### src/verilog/flpec_pkg.sv
// flpec_pkg: register map, fields and carriers of the flash control block
package flpec_pkg;
    // register byte offsets
    localparam logic [7:0] OFS_MODE_A  = 8'h00;
    localparam logic [7:0] OFS_MODE_B  = 8'h04;
    localparam logic [7:0] OFS_EBLK    = 8'h08;
    localparam logic [7:0] OFS_ACCESS  = 8'h0c;
    localparam logic [7:0] OFS_PG_ADDR = 8'h10;
    localparam logic [7:0] OFS_PG_DATA = 8'h14;
    localparam logic [7:0] OFS_VF_ADDR = 8'h18;
    localparam logic [7:0] OFS_VF_DATA = 8'h1c;
    localparam logic [7:0] OFS_STATUS  = 8'h20;
    // flash_mode_control_a fields
    localparam int BIT_PROG   = 0;
    localparam int BIT_ERASE  = 1;
    localparam int BIT_PVER   = 2;
    localparam int BIT_EVER   = 3;
    localparam int BIT_UNLOCK = 6;
    localparam logic [7:0] MODE_A_MASK = 8'h4f;
    // flash_mode_control_b and control_access_register fields
    localparam int BIT_ERR    = 7;
    localparam int BIT_ACCESS = 7;
    // reset values
    localparam logic [7:0] RST_BYTE = 8'h00;
    localparam logic [15:0] RST_ADDR = 16'h0000;
    // page and verify constants
    localparam int PAGE_BYTES     = 128;
    localparam logic [7:0] PG_LO0 = 8'h00;
    localparam logic [7:0] PG_LO1 = 8'h80;
    localparam logic [7:0] DUMMY  = 8'hff;
    localparam logic [1:0] VF_LO  = 2'b00;
    // mode of the array
    typedef enum logic [2:0] {
        FLPEC_IDLE, FLPEC_PROG, FLPEC_PVER, FLPEC_ERASE, FLPEC_EVER
    } flpec_mode_e;
    // controls toward the flash array
    typedef struct packed {
        logic        prog_pulse;
        logic        erase_pulse;
        logic        prog_verify;
        logic        erase_verify;
        logic [7:0]  block_sel;
        logic [15:0] page_addr;
        logic [15:0] verify_addr;
    } flpec_array_s;
    // abort and error events from the cpu side
    typedef struct packed {
        logic flash_read;
        logic exception;
        logic sleep;
        logic low_power;
    } flpec_event_s;
endpackage : flpec_pkg

### src/verilog/flpec_top.sv
// flpec_top: flash program/erase control with protection, apb registers
//
// Overview of operation
// - one of four array modes from control bits
// - latch page address and 128 bytes
// - program pulse lasts while program bit set
// - dummy write then word verify reads; here longword-aligned 32-bit reads, as for erase verify
// - erase pulse lasts while erase bit set
// - dummy write then longword erase verify
// - interrupts held off during program/erase
// - reset or low power clears controls
// - unlock clear blocks program/erase entry
// - clear block bit means erase-protected
// - read, exception or sleep during program/erase sets error
// - error keeps registers, aborts, reset or low power clears
// - control registers reachable only when enabled
//
// Design decisions made here: the APB slave port and the address map.
`timescale 1ns/1ps
`default_nettype none
module flpec_top #(
    parameter int PAGE_N = flpec_pkg::PAGE_BYTES   // bytes per page
) (
    input  wire logic                  pclk,
    input  wire logic                  presetn,
    input  wire logic                  psel,
    input  wire logic                  penable,
    input  wire logic                  pwrite,
    input  wire logic [7:0]            paddr,
    input  wire logic [31:0]           pwdata,
    output logic [31:0]                prdata,
    output logic                       pready,
    output logic                       pslverr,
    input  wire flpec_pkg::flpec_event_s evt,
    input  wire logic [31:0]           array_rd_data,
    input  wire logic [6:0]            page_rd_idx,
    output logic [7:0]                 page_rd_data,
    output flpec_pkg::flpec_array_s    array_ctl,
    output logic                       irq_hold
);
    localparam int IW = $clog2(PAGE_N);
    localparam logic [IW:0] FULL = (IW+1)'(PAGE_N);

    logic [7:0]  mode_a_r;        // flash_mode_control_a
    logic        err_r;           // flash_error_flag
    logic [7:0]  eblk_r;          // erase_block_select
    logic        access_r;        // control_access_bit
    logic [15:0] pg_addr_r;       // latched page start
    logic [IW:0] pg_cnt_r;        // bytes latched so far
    logic [7:0]  page_mem [PAGE_N]; // page latch
    logic [15:0] vf_addr_r;       // verify address
    logic        vf_armed_r;      // dummy write seen
    logic [31:0] prdata_r;        // read data flop
    logic [7:0]  pg_rd_r;         // page read flop
    flpec_pkg::flpec_mode_e mode; // decoded mode

    // apb strobes
    logic wr_en;
    logic rd_en;
    logic ctl_reg;
    assign wr_en = psel & penable & pwrite;
    assign rd_en = psel & penable & ~pwrite;
    assign pready = 1'b1;         // zero wait states

    // is the address one of the gated control registers
    function automatic logic is_ctl(input logic [7:0] a);
        is_ctl = (a == flpec_pkg::OFS_MODE_A) |
                 (a == flpec_pkg::OFS_MODE_B) |
                 (a == flpec_pkg::OFS_EBLK);
    endfunction : is_ctl

    // is the address mapped at all
    function automatic logic is_map(input logic [7:0] a);
        is_map = is_ctl(a) | (a == flpec_pkg::OFS_ACCESS) |
                 (a == flpec_pkg::OFS_PG_ADDR) |
                 (a == flpec_pkg::OFS_PG_DATA) |
                 (a == flpec_pkg::OFS_VF_ADDR) |
                 (a == flpec_pkg::OFS_VF_DATA) |
                 (a == flpec_pkg::OFS_STATUS);
    endfunction : is_map

    assign ctl_reg = is_ctl(paddr) & access_r;

    // unmapped addresses answer with an error, nothing else does
    assign pslverr = psel & penable & ~is_map(paddr);

    // write pulse bits only take when unlocked and no error
    logic allow_pe;
    assign allow_pe = mode_a_r[flpec_pkg::BIT_UNLOCK] & ~err_r;

    // mode decode: program beats erase beats verify modes
    always_comb begin
        if (mode_a_r[flpec_pkg::BIT_PROG] & allow_pe) begin
            mode = flpec_pkg::FLPEC_PROG;
        end else if (mode_a_r[flpec_pkg::BIT_ERASE] & allow_pe) begin
            mode = flpec_pkg::FLPEC_ERASE;
        end else if (mode_a_r[flpec_pkg::BIT_PVER]) begin
            mode = flpec_pkg::FLPEC_PVER;
        end else if (mode_a_r[flpec_pkg::BIT_EVER]) begin
            mode = flpec_pkg::FLPEC_EVER;
        end else begin
            mode = flpec_pkg::FLPEC_IDLE;
        end
    end

    logic busy;                   // program or erase in progress
    assign busy = (mode == flpec_pkg::FLPEC_PROG) |
                  (mode == flpec_pkg::FLPEC_ERASE);

    // error events only count while a pulse is active
    logic err_evt;
    assign err_evt = busy & (evt.flash_read | evt.exception |
                             evt.sleep);

    // mode control a: low power clears it like a reset
    always_ff @(posedge pclk or negedge presetn) begin
        if (!presetn) begin
            mode_a_r <= flpec_pkg::RST_BYTE;
        end else if (evt.low_power) begin
            mode_a_r <= flpec_pkg::RST_BYTE;
        end else if (wr_en & ctl_reg &
                     (paddr == flpec_pkg::OFS_MODE_A)) begin
            mode_a_r <= pwdata[7:0] & flpec_pkg::MODE_A_MASK;
        end
    end

    // error flag: sticky, set wins, cleared by reset or low power
    always_ff @(posedge pclk or negedge presetn) begin
        if (!presetn) begin
            err_r <= 1'b0;
        end else if (err_evt) begin
            err_r <= 1'b1;
        end else if (evt.low_power) begin
            err_r <= 1'b0;
        end
    end

    // erase block select, one bit per block
    always_ff @(posedge pclk or negedge presetn) begin
        if (!presetn) begin
            eblk_r <= flpec_pkg::RST_BYTE;
        end else if (evt.low_power) begin
            eblk_r <= flpec_pkg::RST_BYTE;
        end else if (wr_en & ctl_reg &
                     (paddr == flpec_pkg::OFS_EBLK)) begin
            eblk_r <= pwdata[7:0];
        end
    end

    // control access enable, always reachable itself
    always_ff @(posedge pclk or negedge presetn) begin
        if (!presetn) begin
            access_r <= 1'b0;
        end else if (wr_en & (paddr == flpec_pkg::OFS_ACCESS)) begin
            access_r <= pwdata[flpec_pkg::BIT_ACCESS];
        end
    end

    // page address: only page-aligned starts (low byte 00 or 80) are taken
    logic pg_addr_ok;
    assign pg_addr_ok = (pwdata[7:0] == flpec_pkg::PG_LO0) |
                        (pwdata[7:0] == flpec_pkg::PG_LO1);
    always_ff @(posedge pclk or negedge presetn) begin
        if (!presetn) begin
            pg_addr_r <= flpec_pkg::RST_ADDR;
        end else if (wr_en & (paddr == flpec_pkg::OFS_PG_ADDR) &
                     pg_addr_ok) begin
            pg_addr_r <= pwdata[15:0];
        end
    end

    // byte counter: new address restarts, full page stops
    logic pg_wr;
    assign pg_wr = wr_en & (paddr == flpec_pkg::OFS_PG_DATA) &
                   (pg_cnt_r != FULL) & ~busy;
    always_ff @(posedge pclk or negedge presetn) begin
        if (!presetn) begin
            pg_cnt_r <= '0;
        end else if (wr_en & (paddr == flpec_pkg::OFS_PG_ADDR) &
                     pg_addr_ok) begin
            pg_cnt_r <= '0;
        end else if (pg_wr) begin
            pg_cnt_r <= pg_cnt_r + 1'b1;
        end
    end

    // page latch array, no reset needed for data
    always_ff @(posedge pclk) begin
        if (pg_wr) begin
            page_mem[pg_cnt_r[IW-1:0]] <= pwdata[7:0];
        end
    end

    // page read port toward the array
    always_ff @(posedge pclk or negedge presetn) begin
        if (!presetn) begin
            pg_rd_r <= flpec_pkg::RST_BYTE;
        end else begin
            pg_rd_r <= page_mem[page_rd_idx[IW-1:0]];
        end
    end
    assign page_rd_data = pg_rd_r;

    // verify dummy write: ff to a longword-aligned address arms reads
    logic vf_ok;
    assign vf_ok = (pwdata[7:0] == flpec_pkg::DUMMY) &
                   (pwdata[17:16] == flpec_pkg::VF_LO);
    always_ff @(posedge pclk or negedge presetn) begin
        if (!presetn) begin
            vf_addr_r  <= flpec_pkg::RST_ADDR;
            vf_armed_r <= 1'b0;
        end else if (wr_en & (paddr == flpec_pkg::OFS_VF_ADDR)) begin
            vf_addr_r  <= pwdata[31:16];
            vf_armed_r <= vf_ok;
        end
    end

    // read mux; gated registers read zero when disabled
    always_ff @(posedge pclk or negedge presetn) begin
        if (!presetn) begin
            prdata_r <= '0;
        end else if (psel & ~penable & ~pwrite) begin
            case (paddr)
                flpec_pkg::OFS_MODE_A:
                    prdata_r <= access_r ? {24'h0, mode_a_r} : '0;
                flpec_pkg::OFS_MODE_B:
                    prdata_r <= access_r ?
                        32'(err_r) << flpec_pkg::BIT_ERR : '0;
                flpec_pkg::OFS_EBLK:
                    prdata_r <= access_r ? {24'h0, eblk_r} : '0;
                flpec_pkg::OFS_ACCESS:
                    prdata_r <= 32'(access_r) << flpec_pkg::BIT_ACCESS;
                flpec_pkg::OFS_PG_ADDR:
                    prdata_r <= {16'h0, pg_addr_r};
                flpec_pkg::OFS_VF_ADDR:
                    prdata_r <= {16'h0, vf_addr_r};
                flpec_pkg::OFS_VF_DATA:
                    // verify data only when armed and no program/erase pulse is active
                    prdata_r <= (vf_armed_r & ~busy) ?
                                array_rd_data : '0;
                flpec_pkg::OFS_STATUS:
                    prdata_r <= {16'h0, 8'(pg_cnt_r), 5'h0,
                                 3'(mode)};
                default:
                    prdata_r <= '0;
            endcase
        end
    end
    assign prdata = prdata_r;

    // array controls: pulses follow the bits directly
    always_comb begin
        array_ctl = '0;
        array_ctl.prog_pulse   = (mode == flpec_pkg::FLPEC_PROG);
        array_ctl.erase_pulse  = (mode == flpec_pkg::FLPEC_ERASE);
        array_ctl.prog_verify  = (mode == flpec_pkg::FLPEC_PVER);
        array_ctl.erase_verify = (mode == flpec_pkg::FLPEC_EVER);
        // clear block bits leave those blocks protected
        array_ctl.block_sel    = eblk_r;
        array_ctl.page_addr    = pg_addr_r;
        array_ctl.verify_addr  = vf_addr_r;
    end

    // interrupt hold toward the interrupt controller
    assign irq_hold = busy;
endmodule : flpec_top
`default_nettype wire

### config.mk
export PLATFORM = sky130hd
export DESIGN_NAME = flpec_top
export DESIGN_NICKNAME = d
export VERILOG_FILES = /design/src/verilog/flpec_pkg.sv /design/src/verilog/flpec_top.sv
export SDC_FILE = /design/constraint.sdc
export NUM_CORES = 1
export LEC_CHECK = 0
export BUFFER_PORTS_ARGS = -buffer_cell sky130_fd_sc_hd__buf_2
export CAP_MARGIN = 20
export CORE_MARGIN = 2
export CORE_UTILIZATION = 48
export CTS_BUF_LIST = sky130_fd_sc_hd__clkbuf_16
export DETAILED_ROUTE_END_ITERATION = 7
export RECOVER_POWER = 50
export SLEW_MARGIN = 10
export SYNTH_ARGS = -nofsm -noshare
export SYNTH_HDL_FRONTEND = slang
export SYNTH_SLANG_ARGS = --single-unit
export TNS_END_PERCENT = 30
### constraint.sdc
create_clock -name pclk -period 4.6 [get_ports pclk]
set_input_delay 0.23 -clock pclk [delete_from_list [all_inputs] [get_ports pclk]]
set_output_delay 0.23 -clock pclk [all_outputs]
set_load 0.005 [all_outputs]
==> impl_metrics.json, run 1 <==
{
  "status": "complete, but fails checks",
  "violations": "max-capacitance violations, max-slew violations",
  "arrival_ns": 3.85,
  "cts_resized": 0,
  "clk_latency_ns": 0.68,
  "ys_types": 48,
  "clkSlewWorstSetupHoldPaths_ns": 0.06,
  "synthesis.nets": 2120,
  "boundaryPins": 175,
  "cts_tree": "built",
  "synthToLayoutAreaGrowth_pct": 15.7,
  "maxSlewViolCount": 821,
  "cts-root-buf": "clkbuf_16",
  "worstPathMaxFanout": 74,
  "grt_use_total_pct": 23.4,
  "yosys.area_share.xor_xnor_pct": 0.120,
  "die_w_um": 306,
  "finalNetCount": 2428,
  "wl_per_cell_um": 29.8,
  "synth_area_um2": 43700,
  "portBuffers": 173,
  "dpl.hpwl_um": 67500,
  "synth_edf_count": 1024,
  "crit_buf_inv": 2,
  "cp_data_required_time_ns": 4.83,
  "viasPerCell": 6.04,
  "synth_compound_area_share_pct": 0.937,
  "fillers": 6654,
  "seq_power_share_pct": 52.3,
  "cts_max_level": 3,
  "worst_slew_pin_slew_ns": 3.57,
  "swShare_pct": 20.7,
  "drt-total-wl_um": 108000,
  "p_int_mw": 16.9,
  "fin_skew_ns": 0.0332,
  "criticalPathCategory": "in -> reg",
  "hold_buffers": 68,
  "p_leak_nw": 16.7,
  "gp_congestion": 0.858,
  "post-route-period-util_pct": 78.8,
  "hp-class": "in -> reg",
  "synth_cells": 2030,
  "dpl_cell_area_um2": 46200,
  "comb_power_share_pct": 4.9,
  "core_area_um2": 90100,
  "die_height_um": 306,
  "ant_nets": 0,
  "synth_seq_cells": 1120,
  "cp-end-kind": "flip-flop",
  "max_freq_ghz": 0.276,
  "antenna_found_initial": 5,
  "ys.warnings.count": 0,
  "clock_sinks": 1120,
  "cp-start-kind": "primary input",
  "grt_first_pass_wirelength_um": 158000,
  "design_area_um2": 50500,
  "relSlewSlack_pct": -138,
  "synth_ff_type": "edfxtp_1",
  "period_minus_slack_ns": 3.62,
  "power.share.clock_pct": 42.8,
  "dieArea_um2": 93400,
  "clk_path_buf_depth": 3,
  "synthSimpleGateAreaFrac_pct": 3.44,
  "synth.area.mux_share_pct": 18.4,
  "synthAdderAreaFrac_pct": 0.0573,
  "avgSynthCellArea_um2": 21.5,
  "post_cts_buffers": 0,
  "grt_max_degree": 93,
  "async_reset_ff_share_pct": 8.57,
  "path_delay_family": "buffers and inverters",
  "layout-drive-gt1-share_pct": 30.5,
  "vias": 21800,
  "start_util_pct": 48.5,
  "drc_errors": 0,
  "rsz0062_at_grt": "no",
  "drt-initial-drc-count": 2525,
  "final.setup.tns_ns": 0,
  "critical-path-slowest-cell": "clkbuf_1",
  "cts_made_buffers": 113,
  "net-switching-power_mw": 4.44,
  "hold_violations": 0,
  "cap_viol_max_count": 13,
  "grt_overflow": 0,
  "crit_path_max_incr_delay_ns": 2.10,
  "row_count": 110,
  "first_global_vias": 22400,
  "synth_top_family_by_area": "multiplexers",
  "cellPowerDensity_nw_per_um2": 423,
  "ys_seq_area_share_pct": 75.9,
  "finalSetupViolCount": 0,
  "ir_worst_vdd_mv": 0.346,
  "path_cells": "clkbuf_1, clkbuf_2",
  "dr.pass1.iters": 7
}
[through the flow]
| step | power [mW] | util, % | setup slack (ns) | hold WS (ns) | std cells |
|---|---|---|---|---|---|
| 2_1_floorplan | 11.9 | - | 1.87 | -0.0656 | 2030 |
| 3_3_place_gp | 12.4 | 51.2 | 1.29 | 0.391 | 3329 |
| 3_5_place_dp | 12.4 | 51.2 | 1.30 | 0.397 | 3330 |
| 4_1_cts | 21.5 | 56.1 | 1.43 | 0.00700 | 3608 |
| 5_1_grt | 22.0 | 56.1 | 0.653 | 0.149 | 3612 |
| 6_report | 21.4 | 56.1 | 0.977 | 0.126 | 3612 |
[flip-flops by register name, indices dropped and copies added (netlist names)]
name and count:
page_rd_data 8, access_r 1, vf_armed_r 1, pg_addr_r 16, eblk_r 8, vf_addr_r 16
pg_cnt_r 8, err_r 1, page_mem 1024, prdata 32, mode_a_r 5
[cell type report]
cell class | instances | area [µm²] | area share [%]
flip-flops and latches | 1120 | 33200 | 65.6
multi-input cells | 792 | 10000 | 19.9
clock buffers | 116 | 2900 | 5.74
repair buffers | 305 | 2120 | 4.19
well taps | 1176 | 1470 | 2.91
clock inverters | 94 | 825 | 1.63
inverters | 6 | 22.5 | 0.0446
diodes | 3 | 7.51 | 0.0149
[power groups by stage]
| stage | logic (mW) | registers [mW] | clock network (mW) |
|---|---|---|---|
| 2_1_floorplan | 0.513 | 11.4 | 0 |
| 3_3_place_gp | 1.00 | 11.4 | 0 |
| 3_5_place_dp | 1.01 | 11.4 | 0 |
| 4_1_cts | 1.07 | 11.2 | 9.31 |
| 5_1_grt | 1.11 | 11.2 | 9.74 |
| 6_report | 1.04 | 11.2 | 9.15 |
[path summary, 6_finish.rpt]
path | slack (ns) | from | end | cells after the start
worst max-delay path | 0.98 | pwdata[0] | page_mem[72][0] | 2
min in group asynchronous | 0.21 | presetn | prdata[2] | 2
max in group asynchronous | 1.87 | presetn | page_rd_data[3] | 3
worst min register to register | 0.47 | prdata[23] | prdata[23] | 2
worst min-delay path | 0.13 | pwdata[2] | page_mem[70][2] | 1
worst max register to register | 1.42 | pg_cnt_r[4] | page_mem[9][7] | 7
[kinds of logic (layout without fill, tap and decap cells)]
| family | Yosys count | in the layout |
|---|---|---|
| flops | 1120 | 1120 |
| mux | 378 | 378 |
| simple gates | 345 | 345 |
| buf+inv | 118 | 521 |
| compound gates | 60 | 60 |
| xor+xnor | 6 | 6 |
| fa+ha+maj | 2 | 2 |
| other cells | 1 | 4 |
[Yosys cell counts, types with 2 or more instances]
cell	number	share of area, %
a31oi_1	13	0.19
nand4_1	5	0.072
nor2b_1	13	0.19
mux4_2	336	17
nand2_1	91	0.78
ha_1	2	0.057
or4b_2	2	0.046
mux2_2	36	0.93
buf_1	14	0.12
edfxtp_1	1024	70
a222oi_1	11	0.25
nor4b_1	3	0.060
o21ai_0	10	0.11
nor4_1	6	0.086
a21oi_1	14	0.16
xnor2_1	3	0.060
xor2_1	3	0.060
nor3b_1	2	0.034
nand3_1	30	0.34
inv_1	6	0.052
dfrtp_1	96	5.5
nor3_1	7	0.080
clkbuf_1	69	0.59
and2_1	3	0.043
buf_4	10	0.17
mux2i_1	6	0.14
or3_1	3	0.043
and3_1	3	0.043
or3b_2	2	0.040
nor2_1	168	1.4
a221oi_1	2	0.040
buf_2	18	0.21
or4_1	2	0.034
a22oi_1	3	0.052
[routing by layer]
metal  GRT usage (%)  up-vias  part of all wire [%]
li1                -     9061                     -
met1            34.0    11800                    42
met2            37.1      894                    49
met3            4.63      123                   7.3
met4            5.53        0                   1.8
met5               0        -                     0
[placed cells by master (no fill, tap or decap), drive strengths merged, types with 7 or more instances in the layout]
cell type / count
bufinv: 14
nor2: 168
nand3: 30
buf: 202
a21oi: 14
dlygate4sd3: 68
dfrtp: 96
inv: 32
mux4: 336
edfxtp: 1024
nand2: 91
a222oi: 11
clkbuf: 151
a31oi: 13
nor3: 7
mux2: 36
nor2b: 13
clkinv: 51
o21ai: 10
Power figures use the tool's default switching activity.
==> run 2: changes to the inputs <==
Settings changed: PLACE_DENSITY set to 0.67.
Clock period 4.6 ns to 3.15 ns, I/O delays scaled along.
==> run 2 against run 1 <==
  * The run still ends with max-capacitance violations, max-slew violations left
  * Core utilization up 0.42 points
  * Setup slack worse by 0.91 ns
  * Via count increased by 2.2%
  * Sequential share of layout area fell by 0.49 points
  * First-iteration DRC count grew 4.1%
  * Clock-buffer cell count decreased by 9
  * Flip-flop and latch count unchanged
  * Sequential power increased by 46%
  * Worst hold slack got worse by 0.078 ns
  * Power grew 43%
  * Critical endpoint is now page_mem[26][5]
==> impl_metrics.json, run 2 (synthesis gave the netlist of run 1 again) <==
{
  "status": "complete, but fails checks",
  "violations": "max-capacitance violations, max-slew violations",
  "layout_commonest_cell": "edfxtp_1",
  "first_global_vias": 22900,
  "dieArea_um2": 93400,
  "r2r_end": "page_mem[26][5]",
  "boundaryPins": 175,
  "viasPerCell": 6.11,
  "hp-class": "in -> reg",
  "clock_sinks": 1120,
  "most-common-layout-cells": "edfxtp_1, mux4_2, buf_2",
  "post_cts_buffers": 0,
  "hold_violations": 0,
  "clk_path_buf_depth": 3,
  "dpl.hpwl_um": 68000,
  "synthToLayoutAreaGrowth_pct": 16.6,
  "grt_first_pass_wirelength_um": 158000,
  "cellPowerDensity_nw_per_um2": 600,
  "top_usage_layer": "met2",
  "drt-initial-drc-count": 2628,
  "fin_skew_ns": 0.0233,
  "cap_viol_max_count": 8,
  "dr.pass1.iters": 6,
  "crit_path_max_incr_delay_ns": 0.58,
  "met3_usage_pct": 5.26,
  "worst_slew_pin_slew_ns": 2.22,
  "path_cells": "inv_1, ha_1, nand2_1, nor3_1, nand3b_1, nor2_1, nand2_1, buf_4, nor2_1",
  "period_minus_slack_ns": 3.08,
  "row_count": 110,
  "layout-drive-gt1-share_pct": 33.3,
  "ir_worst_vdd_mv": 0.423,
  "endpoint": "page_mem[26][5]",
  "finalSetupViolCount": 0,
  "largest_reg_flops": 1024,
  "worstPathMaxFanout": 8,
  "total_power_mw": 30.5,
  "cp-end-kind": "flip-flop",
  "start_util_pct": 48.5,
  "drt-total-wl_um": 107000,
  "cts_made_buffers": 107,
  "antenna_found_initial": 3,
  "r2r_start": "pg_cnt_r[0]",
  "maxSlewViolCount": 433,
  "vias": 22300,
  "ant_nets": 0,
  "finalNetCount": 2472,
  "drc_errors": 0,
  "worst_slack_ns": 0.0703,
  "pre_cts_ws_ns": -0.0856,
  "grt_use_total_pct": 23.2,
  "criticalPathCategory": "reg -> reg",
  "die_height_um": 306,
  "core_area_um2": 90100,
  "die_w_um": 306,
  "arrival_ns": 3.38,
  "portBuffers": 173,
  "wl_per_cell_um": 29.3,
  "placed_cells": 3377,
  "clkSlewWorstSetupHoldPaths_ns": 0.06,
  "clk_latency_ns": 0.68,
  "startpoint": "pg_cnt_r[0]",
  "cp-start-kind": "flip-flop",
  "grtUsageMet1_pct": 32.3,
  "reg2reg_depth": 9,
  "rsz0062_at_grt": "yes",
  "p_leak_nw": 16.8,
  "cts-root-buf": "clkbuf_16",
  "max_freq_ghz": 0.325,
  "cp_data_required_time_ns": 3.45,
  "fillers": 6510,
  "final.setup.tns_ns": 0,
  "r2r_slack_ns": 0.07,
  "cts_max_level": 3,
  "met2_usage_pct": 37.3,
  "relSlewSlack_pct": -48.2,
  "critical-path-slowest-cell": "nor2_1",
  "grt_max_degree": 131,
  "cts_tree": "built",
  "gp_congestion": 0.832,
  "final_cells": 3648,
  "grt_overflow": 0,
  "post-route-period-util_pct": 97.8
}
run 2: routing by layer:
layer / vias to the layer above / part of all wire, %
met3: 157 / 9.2
met5: - / 0
met4: 0 / 2.3
li1: 9139 / -
met2: 1218 / 49
met1: 11800 / 39
run 2: what timing repair did:
action,in CTS,in global routing
endpoints found under the hold margin,187,0
pin swaps,0,0
hold buffers,71,0
resized for setup,3,38
setup endpoints to repair,23,375
run 2: worst min-delay path by stage:
stage | startpoint | to | depth (start not counted) | slack, ns
global route | pwdata[7] | page_mem[107][7] | 1 | 0.08
CTS | pwdata[7] | page_mem[106][7] | 1 | 0.06
detailed placement | presetn | page_rd_data[4] | 1 | 0.29
finish | pwdata[7] | page_mem[106][7] | 1 | 0.05
global placement | presetn | page_rd_data[4] | 1 | 0.28
floorplan | presetn | access_r | 0 | -0.14
run 2: critical path: cells and delay by family, from the launching register on:
family / cells / cell delay (ns)
DFF: 1 / 0.53
adders and majority gates: 1 / 0.22
buffers and inverters: 2 / 0.42
and+or+nand+nor: 6 / 1.53
run 2: cell type report:
type	instances	area, µm²	share of cell area [%]
flip-flops and latches	1120	33200	65.1
diodes	1	2.50	0.00491
repair buffers	355	2660	5.22
well taps	1176	1470	2.89
inverters	6	22.5	0.0442
clock buffers	107	2680	5.26
clock inverters	91	788	1.55
multi-input cells	792	10100	19.9
run 2: metrics by stage:
stage / utilization, % / hold slack [ns] / cell area, µm²
2_1_floorplan: - / -0.138 / 43700
3_3_place_gp: 51.9 / 0.278 / 46700
3_5_place_dp: 51.9 / 0.291 / 46800
4_1_cts: 56.5 / 0.0613 / 50900
5_1_grt: 56.5 / 0.0774 / 50900
6_report: 56.5 / 0.0482 / 50900
run 2: report_power, final:
group          internal, mW  switching [mW]  total, mW
sequential             16.3          0.0331       16.3
combinational         0.694           0.880       1.57
clock                  7.10            5.54       12.6
==> run 3: changes to the inputs <==
Settings changed: BUFFER_PORTS_ARGS -buffer_cell sky130_fd_sc_hd__buf_2 to unset, CORE_UTILIZATION 48 to 55, DONT_BUFFER_PORTS set to 1, PLACE_DENSITY 0.67 to 0.73.
==> run 3 against run 2 <==
  * The run still ends with max-capacitance violations, max-slew violations left
  * Sequential power hardly changed
  * Worst hold slack lost 0.020 ns
  * Via count down 2.2%
  * Sequential share of layout area up 2.2 points
  * First-iteration DRC count increased by 16%
  * Non-clock buffer count down 214
  * Setup slack improved by 0.032 ns
  * Core utilization grew 6.0 points
  * Register-to-register slack gained 0.03 ns
  * Global-route usage up 3.0 points
  * Critical path type unchanged
  * Critical endpoint is now page_rd_data[2]
==> impl_metrics.json, run 3 (synthesis gave the netlist of run 1 again) <==
{
  "total_power_mw": 30.1,
  "hp-class": "in -> reg",
  "holdWs_ns": 0.0282,
  "layout-drive-gt1-share_pct": 25.5,
  "clock_sinks": 1120,
  "multiInputGateArea_um2": 10100,
  "post-route-period-util_pct": 96.7,
  "fillers": 5178,
  "path_cells": "mux4_2, mux4_2, mux4_2, mux2_2, dlygate4sd3_1",
  "grt_max_degree": 257,
  "critical-path-slowest-cell": "mux4_2",
  "drt-total-wl_um": 105000,
  "largest_reg_flops": 1024,
  "cp_data_required_time_ns": 3.68,
  "cts_made_buffers": 108,
  "cp-start-kind": "flip-flop",
  "grt_use_total_pct": 26.2,
  "grt_overflow": 0,
  "reg2reg_depth": 5,
  "wl_per_cell_um": 31.8,
  "vias": 21800,
  "drc_errors": 0,
  "r2r_end": "page_rd_data[2]",
  "viasPerCell": 6.59,
  "status": "complete, but fails checks",
  "antenna_found_initial": 5,
  "max_freq_ghz": 0.328,
  "core_area_um2": 78900,
  "ir_worst_vdd_mv": 0.451,
  "die_height_um": 286,
  "ant_nets": 0,
  "cap_viol_max_count": 9,
  "cts_max_level": 3,
  "dpl_cell_area_um2": 44800,
  "clk_latency_ns": 0.67,
  "final.setup.tns_ns": 0,
  "cp-end-kind": "flip-flop",
  "portBuffers": 0,
  "grt_first_pass_wirelength_um": 155000,
  "die_w_um": 286,
  "worstHoldEndpoint": "page_rd_data[0]",
  "maxSlewViolCount": 1151,
  "cts_tree": "built",
  "row_count": 103,
  "violations": "max-capacitance violations, max-slew violations",
  "period_minus_slack_ns": 3.05,
  "dr.pass1.iters": 6,
  "cts-root-buf": "clkbuf_16",
  "cellPowerDensity_nw_per_um2": 611,
  "arrival_ns": 3.58,
  "pre_cts_ws_ns": 0.195,
  "worstPathMaxFanout": 1,
  "clkSlewWorstSetupHoldPaths_ns": 0.06,
  "criticalPathCategory": "reg -> reg",
  "worst_slack_ns": 0.102,
  "clk_path_buf_depth": 3,
  "boundaryPins": 175,
  "min_from": "page_rd_idx[3]",
  "crit_top_cell": "mux4_2",
  "fin_skew_ns": 0.0333,
  "r2r_slack_ns": 0.10,
  "finalNetCount": 2259,
  "post_cts_buffers": 0,
  "r2r_start": "page_mem[118][2]",
  "worst_slew_pin_slew_ns": 3.35,
  "whs_path_depth": 2,
  "p_leak_nw": 15.8,
  "layout_commonest_cell": "edfxtp_1",
  "design_area_um2": 49300,
  "gp_congestion": 0.887,
  "start_util_pct": 55.4,
  "finalSetupViolCount": 0,
  "most-common-layout-cells": "edfxtp_1, mux4_2, nor2_1",
  "crit_buf_inv": 1,
  "synthToLayoutAreaGrowth_pct": 12.8,
  "drt-initial-drc-count": 3050,
  "crit_path_max_incr_delay_ns": 0.57,
  "first_global_vias": 21900,
  "dieArea_um2": 81700,
  "dpl.hpwl_um": 56200,
  "hold_violations": 0,
  "seq_area_um2": 33200,
  "relSlewSlack_pct": -123,
  "rsz0062_at_grt": "no",
  "path_delay_family": "multiplexers"
}
-- run 3: cell count changes in the layout (fill, tap and decap cells not counted), moves of 3 or more --
cell	delta
nor2_1	+34
dlygate4sd3_1	+27
nor2_2	-34
buf_4	-46
buf_12	-23
clkinv_1	+4
buf_2	-131
clkbuf_2	-3
clkbuf_1	-34
-- run 3: metal layers --
layer | up-vias | part of all wire (%) | GRT usage, %
met2 | 1403 | 48 | 41.2
li1 | 8705 | - | -
met4 | 2 | 3.0 | 7.71
met3 | 208 | 10 | 5.20
met5 | - | 0.012 | 0
met1 | 11500 | 38 | 38.1
-- run 3: worst max path at each step --
stage	start	to	slack, ns	cells past startpoint
CTS	page_mem[114][2]	page_rd_data[2]	0.10	5
finish	page_mem[118][2]	page_rd_data[2]	0.10	5
detailed placement	mode_a_r[0]	page_mem[14][4]	0.20	7
global route	mode_a_r[0]	page_mem[0][7]	0.0005	7
floorplan	page_rd_idx[0]	page_rd_data[0]	0.49	6
global placement	mode_a_r[0]	page_mem[14][2]	0.24	7
-- run 3: timing repair --
item	in CTS	in global routing
hold buffers	107	0
endpoints found under the setup margin	0	46
resized for setup	0	7
hold endpoints to repair	1201	0
-- run 3: report_power, final --
part           internal [mW]  total, mW  switching (mW)  leakage (nW)
registers               16.3       16.4          0.0476          10.5
logic                  0.588       1.18           0.596          3.53
clock network           7.09       12.6            5.46          1.77
total                   24.0       30.1            6.11          15.8
-- run 3: through the flow --
step	utilization [%]	std cells
2_1_floorplan	-	2030
3_3_place_gp	56.8	3002
3_5_place_dp	56.8	3002
4_1_cts	62.7	3308
5_1_grt	62.4	3308
6_report	62.5	3311
-- run 3: final cells by class --
class	count	area share, %
tap	1050	2.67
sequential	1120	67.3
multi-input combinational	792	20.4
timing repair buffer	141	2.59
clock inverter	90	1.44
inverter	6	0.0457
antenna	3	0.0152
clock buffer	109	5.54
